### config.mk
export PLATFORM = sky130hd
export DESIGN_NAME = ddc_nco_sync_decim
export DESIGN_NICKNAME = d
export VERILOG_FILES = /design/src/rtl/ddc_pkg.sv /design/src/rtl/ddc_nco_sync_decim.sv
export SDC_FILE = /design/constraint.sdc
export NUM_CORES = 2
export LEC_CHECK = 0
export BUFFER_PORTS_ARGS = -buffer_cell sky130_fd_sc_hd__buf_2
export CORE_MARGIN = 1
export CORE_UTILIZATION = 43
export CTS_CLUSTER_SIZE = 28
export DETAILED_ROUTE_END_ITERATION = 10
export SYNTH_ARGS = -nofsm -noshare
export SYNTH_HDL_FRONTEND = slang
export SYNTH_SLANG_ARGS = --single-unit
### constraint.sdc
create_clock -name sys_clk -period 11.3 [get_ports sys_clk]
set_input_delay 1.13 -clock sys_clk [delete_from_list [all_inputs] [get_ports sys_clk]]
set_output_delay 1.13 -clock sys_clk [all_outputs]
set_load 0.005 [all_outputs]
### src/rtl/ddc_pkg.sv
// Function
// - NCOs synchronize at link initialization or on SYSREF, chosen by two control bits.
// - With sync-on-link-init and link enable set, a SYNC rising edge (source chosen by use_timestamp_sync) is the sync event.
// - Software drops link enable, programs words; receiver holds SYNC high then pulls low.
// - Writing sync-on-next-SYSREF from 0 to 1 arms one sync on the next SYSREF event.
// - Once armed, NCOs synchronize on the first SYSREF rising edge after arming.
// - Decimation factor is 2, 4, 8 or 16; output rate is clock over factor. The code also has DEC_NONE, a bypass with no decimation.
// - Filter outputs are 15 bits; by-2 is real, by-4, by-8, by-16 are complex.
// - Stages cascade by mode; by-4 uses narrow or wide stage before the final one.
// - Every stage uses symmetric coefficients around one center tap.
// - Frequency words are 32 bits; NCO frequency is word times 2^-32 times clock.
package ddc_pkg;
  localparam int ADC_W = 12;
  localparam int OUT_W = 15;
  localparam int FREQ_W = 32;
  localparam int PHASE_W = 16;
  localparam int FIFO_DEPTH = 32;
  localparam int NUM_STAGES = 5;
  localparam logic [FREQ_W-1:0] NCO_RESET = 32'h0;
  // Stage order: first, second, third, by-4 (narrow or wide), final.
  localparam logic [NUM_STAGES-1:0] MASK_NONE = 5'h00;
  localparam logic [NUM_STAGES-1:0] MASK_D2 = 5'h10;
  localparam logic [NUM_STAGES-1:0] MASK_D4 = 5'h18;
  localparam logic [NUM_STAGES-1:0] MASK_D8 = 5'h16;
  localparam logic [NUM_STAGES-1:0] MASK_D16 = 5'h17;
  localparam int BY4_STAGE = 3;
  localparam logic signed [3:0] CENTER_NARROW = 4'sh2;
  localparam logic signed [3:0] CENTER_WIDE = 4'sh6;
  localparam int SHIFT_NARROW = 2;
  localparam int SHIFT_WIDE = 3;

  typedef enum logic [2:0] {DEC_NONE, DEC_2, DEC_4, DEC_8, DEC_16} ddc_decim_e;

  typedef struct packed {
    logic signed [OUT_W-1:0] i;
    logic signed [OUT_W-1:0] q;
  } ddc_sample_s;

  typedef struct packed {
    logic cplx;
    ddc_sample_s smp;
  } ddc_out_s;
endpackage

### src/rtl/ddc_nco_sync_decim.sv
`timescale 1ns/10ps
module ddc_fifo #(
  parameter int WIDTH = 31,
  parameter int DEPTH = 32
) (
  input wire logic sys_clk, // Clock.
  input wire logic rst_n, // Asynchronous reset, active low.
  input wire logic clk_en, // Freezes the buffer while low.
  input wire logic [WIDTH-1:0] in_data, // Word to store.
  input wire logic in_valid, // Word present.
  output logic in_ready, // Room for a word.
  output logic [WIDTH-1:0] out_data, // Oldest word.
  output logic out_valid, // Buffer not empty.
  input wire logic out_ready // Sink takes the word.
);
  localparam int AW = $clog2(DEPTH);
  logic [WIDTH-1:0] mem [DEPTH];
  logic [AW:0] wr_ptr, rd_ptr, next_wr_ptr, next_rd_ptr;
  logic push, pop;

  always_comb begin
    in_ready = (wr_ptr - rd_ptr) != (AW+1)'(DEPTH);
    out_valid = wr_ptr != rd_ptr;
    out_data = mem[rd_ptr[AW-1:0]];
    push = clk_en && in_valid && in_ready;
    pop = clk_en && out_valid && out_ready;
    next_wr_ptr = wr_ptr + (AW+1)'(push);
    next_rd_ptr = rd_ptr + (AW+1)'(pop);
  end

  always_ff @(posedge sys_clk or negedge rst_n) begin
    if (!rst_n) begin
      wr_ptr <= '0;
      rd_ptr <= '0;
    end else begin
      wr_ptr <= next_wr_ptr;
      rd_ptr <= next_rd_ptr;
    end
  end

  always_ff @(posedge sys_clk) begin
    if (push) begin
      mem[wr_ptr[AW-1:0]] <= in_data;
    end
  end
endmodule

module ddc_nco_sync_decim (
  input wire logic sys_clk, // Device sampling clock.
  input wire logic rst_n, // Asynchronous reset, active low.
  input wire logic clk_en, // Freezes all state while low.
  input wire logic sync_on_link_init, // Sync NCOs on SYNC release.
  input wire logic sync_on_next_sysref, // Rising value arms one SYSREF sync.
  input wire logic serial_link_enable, // Link enable.
  input wire logic use_timestamp_sync, // Take SYNC from timestamp input.
  input wire logic single_ended_sync_in, // SYNC pin, asynchronous.
  input wire logic timestamp_diff_in, // Alternate SYNC pin, asynchronous.
  input wire logic sysref_in, // SYSREF pin, asynchronous.
  input wire logic [ddc_pkg::FREQ_W-1:0] chan_a_freq_word, // Channel A frequency.
  input wire logic [ddc_pkg::FREQ_W-1:0] chan_b_freq_word, // Channel B frequency.
  input wire logic [ddc_pkg::PHASE_W-1:0] chan_a_phase_offset, // Channel A phase.
  input wire logic [ddc_pkg::PHASE_W-1:0] chan_b_phase_offset, // Channel B phase.
  input wire ddc_pkg::ddc_decim_e decim_mode, // Decimation setting.
  input wire logic wide_passband_by4, // Wide stage in by-4 mode.
  input wire logic signed [ddc_pkg::ADC_W-1:0] adc_data, // Converter sample.
  input wire logic adc_valid, // Sample present.
  output logic adc_ready, // Path accepts a sample.
  output logic [ddc_pkg::FREQ_W-1:0] nco_a_phase, // Channel A accumulator.
  output logic [ddc_pkg::FREQ_W-1:0] nco_b_phase, // Channel B accumulator.
  output logic sync_armed, // SYSREF sync armed.
  output ddc_pkg::ddc_out_s out_data, // Output sample.
  output logic out_valid, // Output sample present.
  input wire logic out_ready // Sink takes the sample.
);
  import ddc_pkg::*;

  // ****************************************************************
  // Pin synchronizers and sync events.
  // ****************************************************************
  logic [1:0] se_sync, ts_sync, sref_sync;
  logic sync_prev, sref_prev, arm_prev, next_armed;
  logic sync_lvl, link_evt, sref_evt, arm_rise, sync_evt;

  always_ff @(posedge sys_clk or negedge rst_n) begin
    if (!rst_n) begin
      se_sync <= 2'h3;
      ts_sync <= 2'h3;
      sref_sync <= 2'h0;
    end else if (clk_en) begin
      se_sync <= {se_sync[0], single_ended_sync_in};
      ts_sync <= {ts_sync[0], timestamp_diff_in};
      sref_sync <= {sref_sync[0], sysref_in};
    end
  end

  always_comb begin
    sync_lvl = use_timestamp_sync ? ts_sync[1] : se_sync[1];
    link_evt = clk_en && sync_on_link_init && serial_link_enable
      && sync_lvl && !sync_prev;
    sref_evt = clk_en && sync_armed && sref_sync[1] && !sref_prev;
    arm_rise = clk_en && sync_on_next_sysref && !arm_prev;
    sync_evt = link_evt || sref_evt;
    // A new arming wins over the disarm of a firing edge.
    next_armed = arm_rise ? 1'b1 : (sref_evt ? 1'b0 : sync_armed);
  end

  always_ff @(posedge sys_clk or negedge rst_n) begin
    if (!rst_n) begin
      sync_prev <= 1'b1;
      sref_prev <= 1'b0;
      arm_prev <= 1'b0;
      sync_armed <= 1'b0;
    end else if (clk_en) begin
      sync_prev <= sync_lvl;
      sref_prev <= sref_sync[1];
      arm_prev <= sync_on_next_sysref;
      sync_armed <= next_armed;
    end
  end

  // ****************************************************************
  // Phase accumulators.
  // ****************************************************************
  logic [FREQ_W-1:0] next_nco_a, next_nco_b;

  always_comb begin
    next_nco_a = nco_a_phase + chan_a_freq_word;
    next_nco_b = nco_b_phase + chan_b_freq_word;
    if (sync_evt) begin
      next_nco_a = {chan_a_phase_offset, 16'h0000};
      next_nco_b = {chan_b_phase_offset, 16'h0000};
    end
  end

  always_ff @(posedge sys_clk or negedge rst_n) begin
    if (!rst_n) begin
      nco_a_phase <= NCO_RESET;
      nco_b_phase <= NCO_RESET;
    end else if (clk_en) begin
      nco_a_phase <= next_nco_a;
      nco_b_phase <= next_nco_b;
    end
  end

  // ****************************************************************
  // Coarse quadrant mixer and stage selection.
  // ****************************************************************
  logic fifo_in_ready, adv, cplx;
  logic [NUM_STAGES-1:0] stage_en;
  logic signed [OUT_W-1:0] x_ext;
  ddc_sample_s mixed;

  always_comb begin
    adv = clk_en && fifo_in_ready;
    adc_ready = adv;
    x_ext = OUT_W'(adc_data);
    case (decim_mode)
      DEC_2: stage_en = MASK_D2;
      DEC_4: stage_en = MASK_D4;
      DEC_8: stage_en = MASK_D8;
      DEC_16: stage_en = MASK_D16;
      default: stage_en = MASK_NONE;
    endcase
    cplx = !(decim_mode == DEC_NONE || decim_mode == DEC_2);
    mixed.i = x_ext;
    mixed.q = '0;
    if (cplx) begin
      case (nco_a_phase[31:30])
        2'h1: begin
          mixed.i = '0;
          mixed.q = x_ext;
        end
        2'h2: mixed.i = -x_ext;
        2'h3: begin
          mixed.i = '0;
          mixed.q = -x_ext;
        end
        default: mixed.i = x_ext;
      endcase
    end
  end

  // ****************************************************************
  // Half-rate symmetric filter stages.
  // ****************************************************************
  ddc_sample_s st_in [NUM_STAGES+1];
  logic st_v [NUM_STAGES+1];

  assign st_in[0] = mixed;
  assign st_v[0] = adc_valid;

  genvar k;
  generate
    for (k = 0; k < NUM_STAGES; k++) begin : g_stage
      ddc_sample_s d1, d2, res, next_d1, next_d2, next_res;
      logic ph, vld, next_ph, next_vld, wide;
      logic signed [OUT_W+4:0] acc_i, acc_q;

      always_comb begin
        wide = (k == BY4_STAGE) && wide_passband_by4;
        // Taps 1, c, 1 around one center tap.
        acc_i = (OUT_W+5)'(st_in[k].i) + (OUT_W+5)'(d2.i)
              + (wide ? CENTER_WIDE : CENTER_NARROW) * (OUT_W+5)'(d1.i);
        acc_q = (OUT_W+5)'(st_in[k].q) + (OUT_W+5)'(d2.q)
              + (wide ? CENTER_WIDE : CENTER_NARROW) * (OUT_W+5)'(d1.q);
        next_d1 = d1;
        next_d2 = d2;
        next_ph = ph;
        next_vld = vld;
        next_res = res;
        if (adv) begin
          next_vld = st_v[k] && ph;
          if (st_v[k]) begin
            next_d1 = st_in[k];
            next_d2 = d1;
            next_ph = !ph;
            next_res.i = OUT_W'(acc_i >>> (wide ? SHIFT_WIDE : SHIFT_NARROW));
            next_res.q = OUT_W'(acc_q >>> (wide ? SHIFT_WIDE : SHIFT_NARROW));
          end
        end
      end

      assign st_in[k+1] = stage_en[k] ? res : st_in[k];
      assign st_v[k+1] = stage_en[k] ? vld : st_v[k];
      always_ff @(posedge sys_clk or negedge rst_n) begin
        if (!rst_n) begin
          d1 <= '0;
          d2 <= '0;
          res <= '0;
          ph <= 1'b0;
          vld <= 1'b0;
        end else begin
          d1 <= next_d1;
          d2 <= next_d2;
          res <= next_res;
          ph <= next_ph;
          vld <= next_vld;
        end
      end
    end
  endgenerate

  // ****************************************************************
  // Output buffer.
  // ****************************************************************
  ddc_out_s push_data;
  logic push_valid;

  always_comb begin
    push_data.cplx = cplx;
    push_data.smp.i = st_in[NUM_STAGES].i;
    push_data.smp.q = cplx ? st_in[NUM_STAGES].q : '0;
    push_valid = adv && st_v[NUM_STAGES];
  end

  ddc_fifo #(.WIDTH($bits(ddc_out_s)), .DEPTH(FIFO_DEPTH)) u_fifo (
    .sys_clk(sys_clk),
    .rst_n(rst_n),
    .clk_en(clk_en),
    .in_data(push_data),
    .in_valid(push_valid),
    .in_ready(fifo_in_ready),
    .out_data(out_data),
    .out_valid(out_valid),
    .out_ready(out_ready)
  );

  // ****************************************************************
  // Checks.
  // ****************************************************************
  chk_link_reload: assert property (@(posedge sys_clk) disable iff (!rst_n)
    link_evt |=> nco_a_phase == {$past(chan_a_phase_offset), 16'h0000})
    else $error("SYNC release did not reload channel A");
  chk_both_reload: assert property (@(posedge sys_clk) disable iff (!rst_n)
    sync_evt |=> nco_b_phase == {$past(chan_b_phase_offset), 16'h0000})
    else $error("Sync event did not reload channel B");
  chk_arm_on_rise: assert property (@(posedge sys_clk) disable iff (!rst_n)
    $rose(sync_on_next_sysref) && clk_en && $past(clk_en) |=> sync_armed)
    else $error("Arming write did not arm");
  chk_sysref_disarm: assert property (@(posedge sys_clk) disable iff (!rst_n)
    sref_evt && !arm_rise |=> !sync_armed ##0 nco_a_phase[15:0] == 16'h0000)
    else $error("SYSREF sync did not disarm and reload");
  chk_nco_step: assert property (@(posedge sys_clk) disable iff (!rst_n)
    clk_en && !sync_evt |=> nco_a_phase == $past(nco_a_phase) + $past(chan_a_freq_word))
    else $error("Accumulator did not advance by the frequency word");
  chk_unarmed_ignore: assert property (@(posedge sys_clk) disable iff (!rst_n)
    clk_en && !sync_armed && !link_evt |=>
      nco_b_phase == $past(nco_b_phase) + $past(chan_b_freq_word))
    else $error("Accumulator reloaded without an event");
  chk_bypass_pass: assert property (@(posedge sys_clk) disable iff (!rst_n)
    adv && adc_valid && decim_mode == DEC_NONE |-> push_valid && push_data.smp.i == x_ext)
    else $error("Bypass did not pass the sample");
  chk_real_by2: assert property (@(posedge sys_clk) disable iff (!rst_n)
    push_valid && decim_mode == DEC_2 |-> !push_data.cplx && push_data.smp.q == '0)
    else $error("By-2 output not real");
  chk_full_stall: assert property (@(posedge sys_clk) disable iff (!rst_n)
    !fifo_in_ready |-> !adc_ready && !push_valid)
    else $error("Full buffer did not stall the path");
endmodule

## After elaboration in Yosys (flattened, before gate mapping)

Memories as Yosys holds them, arrays and structs flattened.
Index checks and enable logic that the tools add are counted.

- Output and inout bits: 98
- Flip-flop bits (word level): 546
- Bits of input ports: 124
- Memories kept: 1
- Word-level logic and storage cells: 155
- Bits in writable memories: 992

- $add $sub $neg: 26
- Shifts and indexed selects: 2
- Eq/ne operators: 9
- Multipliers: 2
- Reduce and logical (&&, ||, !) cells: 40
- Mux-type cells: 24

Memory list:

| memory | depth | width | read ports | clocked after memory_dff | wr ports | line | source |
|---|---|---|---|---|---|---|---|
| u_fifo.mem | 32 | 31 | 1 | 0 | 1 | ddc_nco_sync_decim.sv:17 | `logic [WIDTH-1:0] mem [DEPTH];` |

Operators with widths:

| kind | number |
|---|---|
| two-way mux 30 bit | 6 |
| adder 15 x 15 -> 16 bit | 10 |
| adder 16 x 16 -> 17 bit | 8 |
| adder 32 bit | 2 |
| two-way mux 32 bit | 2 |
| case mux 15 bit (2 select lines) | 2 |
| adder 16 x 19 -> 20 bit | 2 |
| multiplier 4 x 15 -> 19 bit | 2 |
| >>> shifter 20 x 32 -> 15 bit | 1 |
| logical AND 1 bit | 20 |
| case mux 5 bit (4 select lines) | 1 |
| >>> shifter 20 x 2 -> 15 bit | 1 |
| two-way mux 15 bit | 1 |
| negator 12 -> 15 bit | 1 |
| adder 6 x 1 -> 6 bit | 2 |
| AND reduction 2 bit | 6 |
| two-way mux 1 bit | 11 |
| zero test 1 bit | 9 |
| equality test 3 x 2 -> 1 bit (second input constant) | 2 |
| inequality test 6 bit | 1 |
| inequality test 6 bit (second input constant) | 1 |
| subtractor 6 bit | 1 |
| equality test 2 bit (second input constant) | 2 |
| equality test 3 x 1 -> 1 bit (second input constant) | 1 |
| 7 further kinds | 8 |

## Logic depth before layout (Yosys ltp)

- Depth in word-level cells: 12
- Depth in mapped cells: 30
- Depth with buffers taken out: 27

## Modules after synthesis

From an unflattened synthesis, not the netlist that was laid out.

- Cells, all modules: 6,477
- Area, all modules: 76,988.8 um^2

By module, submodules not included:

| module | instances | area each (um^2) | cells an instance |
|---|---|---|---|
| ddc_fifo | 1 | 38,947.4 | 2,002 |
| ddc_nco_sync_decim | 1 | 38,041.5 | 4,475 |

## Worst setup path before layout

No wires, ideal clock.

- Kind: input -> register
- Start: input decim_mode[2]
- End: register g_stage[3].res[29] in the netlist's numbering
- Required time: 11.178 ns
- Cell stages on the path: 30
- Setup time: 0.122 ns
- Path slack: 4.677 ns
- Data arrival time: 6.501 ns
- Buffers on the path: 3
- Cell sequence: buf_4 > buf_4 > nor2_2 > inv_2 > o21ai_1 > clkbuf_1 > a21o_1 > a21oi_1 > a21o_1 > nor2_1 > a21oi_1 > inv_1 > ha_1 > ha_1 > inv_1 > fa_1 > inv_1 > ha_1 > inv_1 > fa_1 > inv_1 > a21oi_1 > nor2_1 > o21ai_1 > a2111oi_0 > nor3_1 > o41ai_1 > xor2_1 > o21a_1 > a32o_1

RTL lines:

| element | line | source |
|---|---|---|
| from (decl) | ddc_nco_sync_decim.sv:63 | `input wire ddc_pkg::ddc_decim_e decim_mode,` |
| to (signal assigned) | ddc_nco_sync_decim.sv:235 | `res <= next_res;` |
| to (decl) | ddc_nco_sync_decim.sv:195 | `ddc_sample_s d1, d2, res, next_d1, next_d2, next_res;` |

==> flow_metrics.tcl <==
set metrics [dict create \
    power.switching_mw 9.62 \
    rsz0062_at_grt "false" \
    cts.path.max_buffers 3 \
    grt-busiest-layer "met2" \
    worstSetupPathType "in2reg" \
    nets 6882 \
    synth.area.mux_share 0.103 \
    path_max_fanout 39 \
    yosys.area_share.simple 0.0800 \
    r2r_end "g_stage[3].res[29]" \
    crit_required_ns 12.01 \
    row_count 154 \
    postRouteWirelength_um 183000 \
    start_util 0.434 \
    cts_tree "yes" \
    worst_pin_slew_ns 1.37 \
    drive_above_1_share 0.160 \
    slew_violations 0 \
    synthFlopType "edfxtp_1" \
    coreArea_um2 176000 \
    critPathMaxStageDelay_ns 0.72 \
    ys_seq_area_frac 0.567 \
    grt_max_degree 151 \
    worst_path_most_repeated_cell "inv_1" \
    grt.total_usage 0.207 \
    cts_resized 0 \
    yosys_warnings 0 \
    synth-compound-area-share 0.0869 \
    grt_pass1_vias 47800 \
    vias_per_cell 5.36 \
    gr-total-overflow 0 \
    clock_sinks 1538 \
    synth-xor-area-share 0.0210 \
    cts_hold_buf 0 \
    startpoint "decim_mode[2]" \
    period_minus_slack_ns 7.70 \
    seqPwrFrac 0.315 \
    dr_total_vias 47100 \
    reg2reg_depth 26 \
    powerDensity_nw_per_um2 290 \
    post_cts_buffers 0 \
    avgSynthCellArea_um2 12.6 \
    cellLeakagePower_nw 35.3 \
    r2r_setup_slack_ns 4.31 \
    h-tree-depth 4 \
    drtIter0Drc 3707 \
    gp_congestion 0.878 \
    holdCritPathClass "in2async" \
    chipHeight_um 424 \
    portBuffers 221 \
    cts_root_buf "clkbuf_16" \
    syn_nets 6647 \
    met3_usage 0.0292 \
    synth_seq_cells 1538 \
    io_pins 222 \
    ys_types 100 \
    cts.clk_slew.worst_paths_ns 0.06 \
    area_growth_pct 12.8 \
    ir_worst_vdd_v 0.000173 \
    startpoint_type "input pin" \
    finalCritPeriodShare 0.682 \
    synth_adder_area_share 0.0944 \
    endpoint_kind "register" \
    cts_made_buffers 166 \
    fin_setup_tns_ns 0 \
    grt_first_pass_wirelength_um 287000 \
    postPlaceCellArea_um2 80900 \
    fin_skew_ns 0.0472 \
    mappedNetlistArea_um2 76600 \
    drv_cap 0 \
    clock_latency_ns 0.84 \
    r2r_start "nco_a_phase[31]" \
    use_met2 0.351 \
    max_freq_mhz 130 \
    remaining_drc_errors 0 \
    wl_per_cell_um 20.8 \
    p_sw_frac 0.383 \
    async_reset_ff_frac 0.355 \
    slew_headroom 0.0898 \
    combPwrFrac 0.467 \
    dp_hpwl_um 118000 \
    internal-power_mw 15.5 \
    die_area_um2 180000 \
    pwr-share-clk 0.218 \
    fin_area_um2 86500 \
    synth-edff-count 992 \
    cp.arrival_ns 8.41 \
    grt_antenna_before_repair 20 \
    netlist_instances 6059 \
    die_w_um 424 \
    dr.pass1.iters 7 \
    final-hold-violation-count 0 \
    ant_nets 0 \
    status "finished, final reports clean" \
    grt_use_met1 0.278 \
    setup-violations-final 0 \
    synth_top_family_by_area "multiplexers" \
    worst_path_max_delay_cell "a2111oi_0" \
]
layout by cell type, fill, tap and decap left out, types with 35 or more instances in the layout:
cell	Yosys	layout
edfxtp_1	992	992
clkbuf_1	175	44
clkbuf_16	0	167
nor2_4	0	36
buf_4	3	98
a21o_1	61	61
nor2_1	264	227
mux2i_1	60	60
a21oi_1	213	213
and2_1	41	41
o21a_1	45	45
mux4_2	310	310
xor2_1	81	81
xnor2_1	103	102
inv_1	695	694
o21ai_0	443	420
ha_1	274	274
fa_1	190	190
buf_2	21	220
nand3_1	51	51
nand2_1	817	816
o31ai_1	37	35
nor3_1	76	76
o21ai_1	61	60
dfrtp_1	541	537
sequential cells by signal, summed over array words and instances (netlist names), 6 cells and up:
| name | count |
|---|---|
| nco_a_phase | 32 |
| u_fifo.rd_ptr | 6 |
| nco_b_phase | 32 |
| g_stage.d1 | 150 |
| u_fifo.mem | 992 |
| g_stage.res | 150 |
| u_fifo.wr_ptr | 6 |
| g_stage.d2 | 150 |
per-stage QoR:
step / utilization / cells / setup WS [ns] / power, mW / hold WS [ns]
detailed placement: 0.459 / 8466 / 2.76 / 19.8 / 0.448
finish: 0.490 / 8784 / 3.60 / 25.1 / 0.356
global placement: 0.459 / 8466 / 2.87 / 19.6 / 0.443
floorplan: - / 6059 / 4.68 / 16.8 / 0.433
CTS: 0.490 / 8775 / 3.66 / 25.4 / 0.343
global route: 0.490 / 8783 / 3.07 / 27.2 / 0.388
synth_stat cells, types with 7 or more instances:
| cell type | number | area, um^2 |
|---|---|---|
| a22oi_1 | 14 | 105 |
| buf_2 | 21 | 105 |
| o21bai_1 | 14 | 105 |
| mux4_2 | 310 | 6980 |
| o21ai_0 | 443 | 2220 |
| nand3b_1 | 7 | 52.6 |
| and3_1 | 24 | 150 |
| o31a_1 | 7 | 61.3 |
| a21o_1 | 61 | 458 |
| edfxtp_1 | 992 | 29800 |
| a22o_1 | 28 | 245 |
| a21boi_0 | 10 | 75.1 |
| nand3_1 | 51 | 255 |
| nand4_1 | 13 | 81.3 |
| a2111oi_0 | 7 | 61.3 |
| xnor2_1 | 103 | 902 |
| fa_1 | 190 | 3800 |
| and2_1 | 41 | 257 |
| ha_1 | 274 | 3430 |
| buf_1 | 55 | 206 |
| o21ai_1 | 61 | 305 |
| nor2_1 | 264 | 991 |
| o211ai_1 | 7 | 52.6 |
| nand2_1 | 817 | 3070 |
| nand2b_1 | 30 | 188 |
| o22ai_1 | 7 | 43.8 |
| clkbuf_1 | 175 | 657 |
| or2_2 | 9 | 56.3 |
| mux2_2 | 30 | 338 |
| a31oi_1 | 26 | 163 |
| o21a_1 | 45 | 338 |
| dfrtp_1 | 541 | 13500 |
| nor2b_1 | 25 | 156 |
| nor3_1 | 76 | 380 |
| xor2_1 | 81 | 709 |
| o2bb2ai_1 | 7 | 61.3 |
| mux2i_1 | 60 | 601 |
| a211oi_1 | 27 | 203 |
| inv_1 | 695 | 2610 |
| or3_1 | 25 | 156 |
| o31ai_1 | 37 | 278 |
| a21oi_1 | 213 | 1070 |
kinds of logic (layout without fill, tap and decap cells):
group | Yosys count | count (layout)
multiplexers | 400 | 400
flip-flops | 1538 | 1538
adder cells (fa/ha/maj) | 464 | 464
other | 0 | 9
AO/OA/AOI/OAI | 1099 | 1099
buffers and inverters | 953 | 1329
XOR/XNOR | 184 | 184
AND/OR/NAND/NOR | 1421 | 1421
worst max-delay path by stage:
stage / endpoint
finish: g_stage[3].res[29]
global route: g_stage[3].res[29]
CTS: g_stage[3].res[29]
detailed placement: g_stage[3].res[29]
global placement: g_stage[3].res[29]
floorplan: g_stage[3].res[29]
per-layer routing:
layer | wire length [um] | up-vias
met5 | 0 | -
met4 | 4620 | 0
met1 | 78900 | 23800
met3 | 8250 | 288
li1 | - | 22000
met2 | 91100 | 1049
power by group through the flow:
stage	Clock, mW	Combinational, mW	Sequential (mW)
after floorplan	0	8.96	7.79
after global placement	0	11.6	8.00
after detailed placement	0	11.8	8.03
after CTS	5.59	11.9	7.92
after global routing	5.80	13.3	8.03
final	5.46	11.7	7.92
layout make-up:
| class | instances | area [um^2] |
|---|---|---|
| Fill cell | 15600 | 90000 |
| Sequential cell | 1538 | 43500 |
| Multi-Input combinational cell | 3568 | 30000 |
| Clock buffer | 224 | 4520 |
| Tap cell | 2340 | 2930 |
| Inverter | 698 | 2620 |
| Timing Repair Buffer | 322 | 1910 |
| Clock inverter | 85 | 995 |
| Antenna cell | 9 | 22.5 |
critical path: cells and delay by family:
family | cells | cell delay, ns
compound gates | 11 | 3.47
simple gates | 4 | 0.61
xor+xnor | 1 | 0.15
fa+ha+maj | 5 | 1.61
buf+inv | 8 | 1.38
Note: power is estimated with default switching activity, not from simulation.
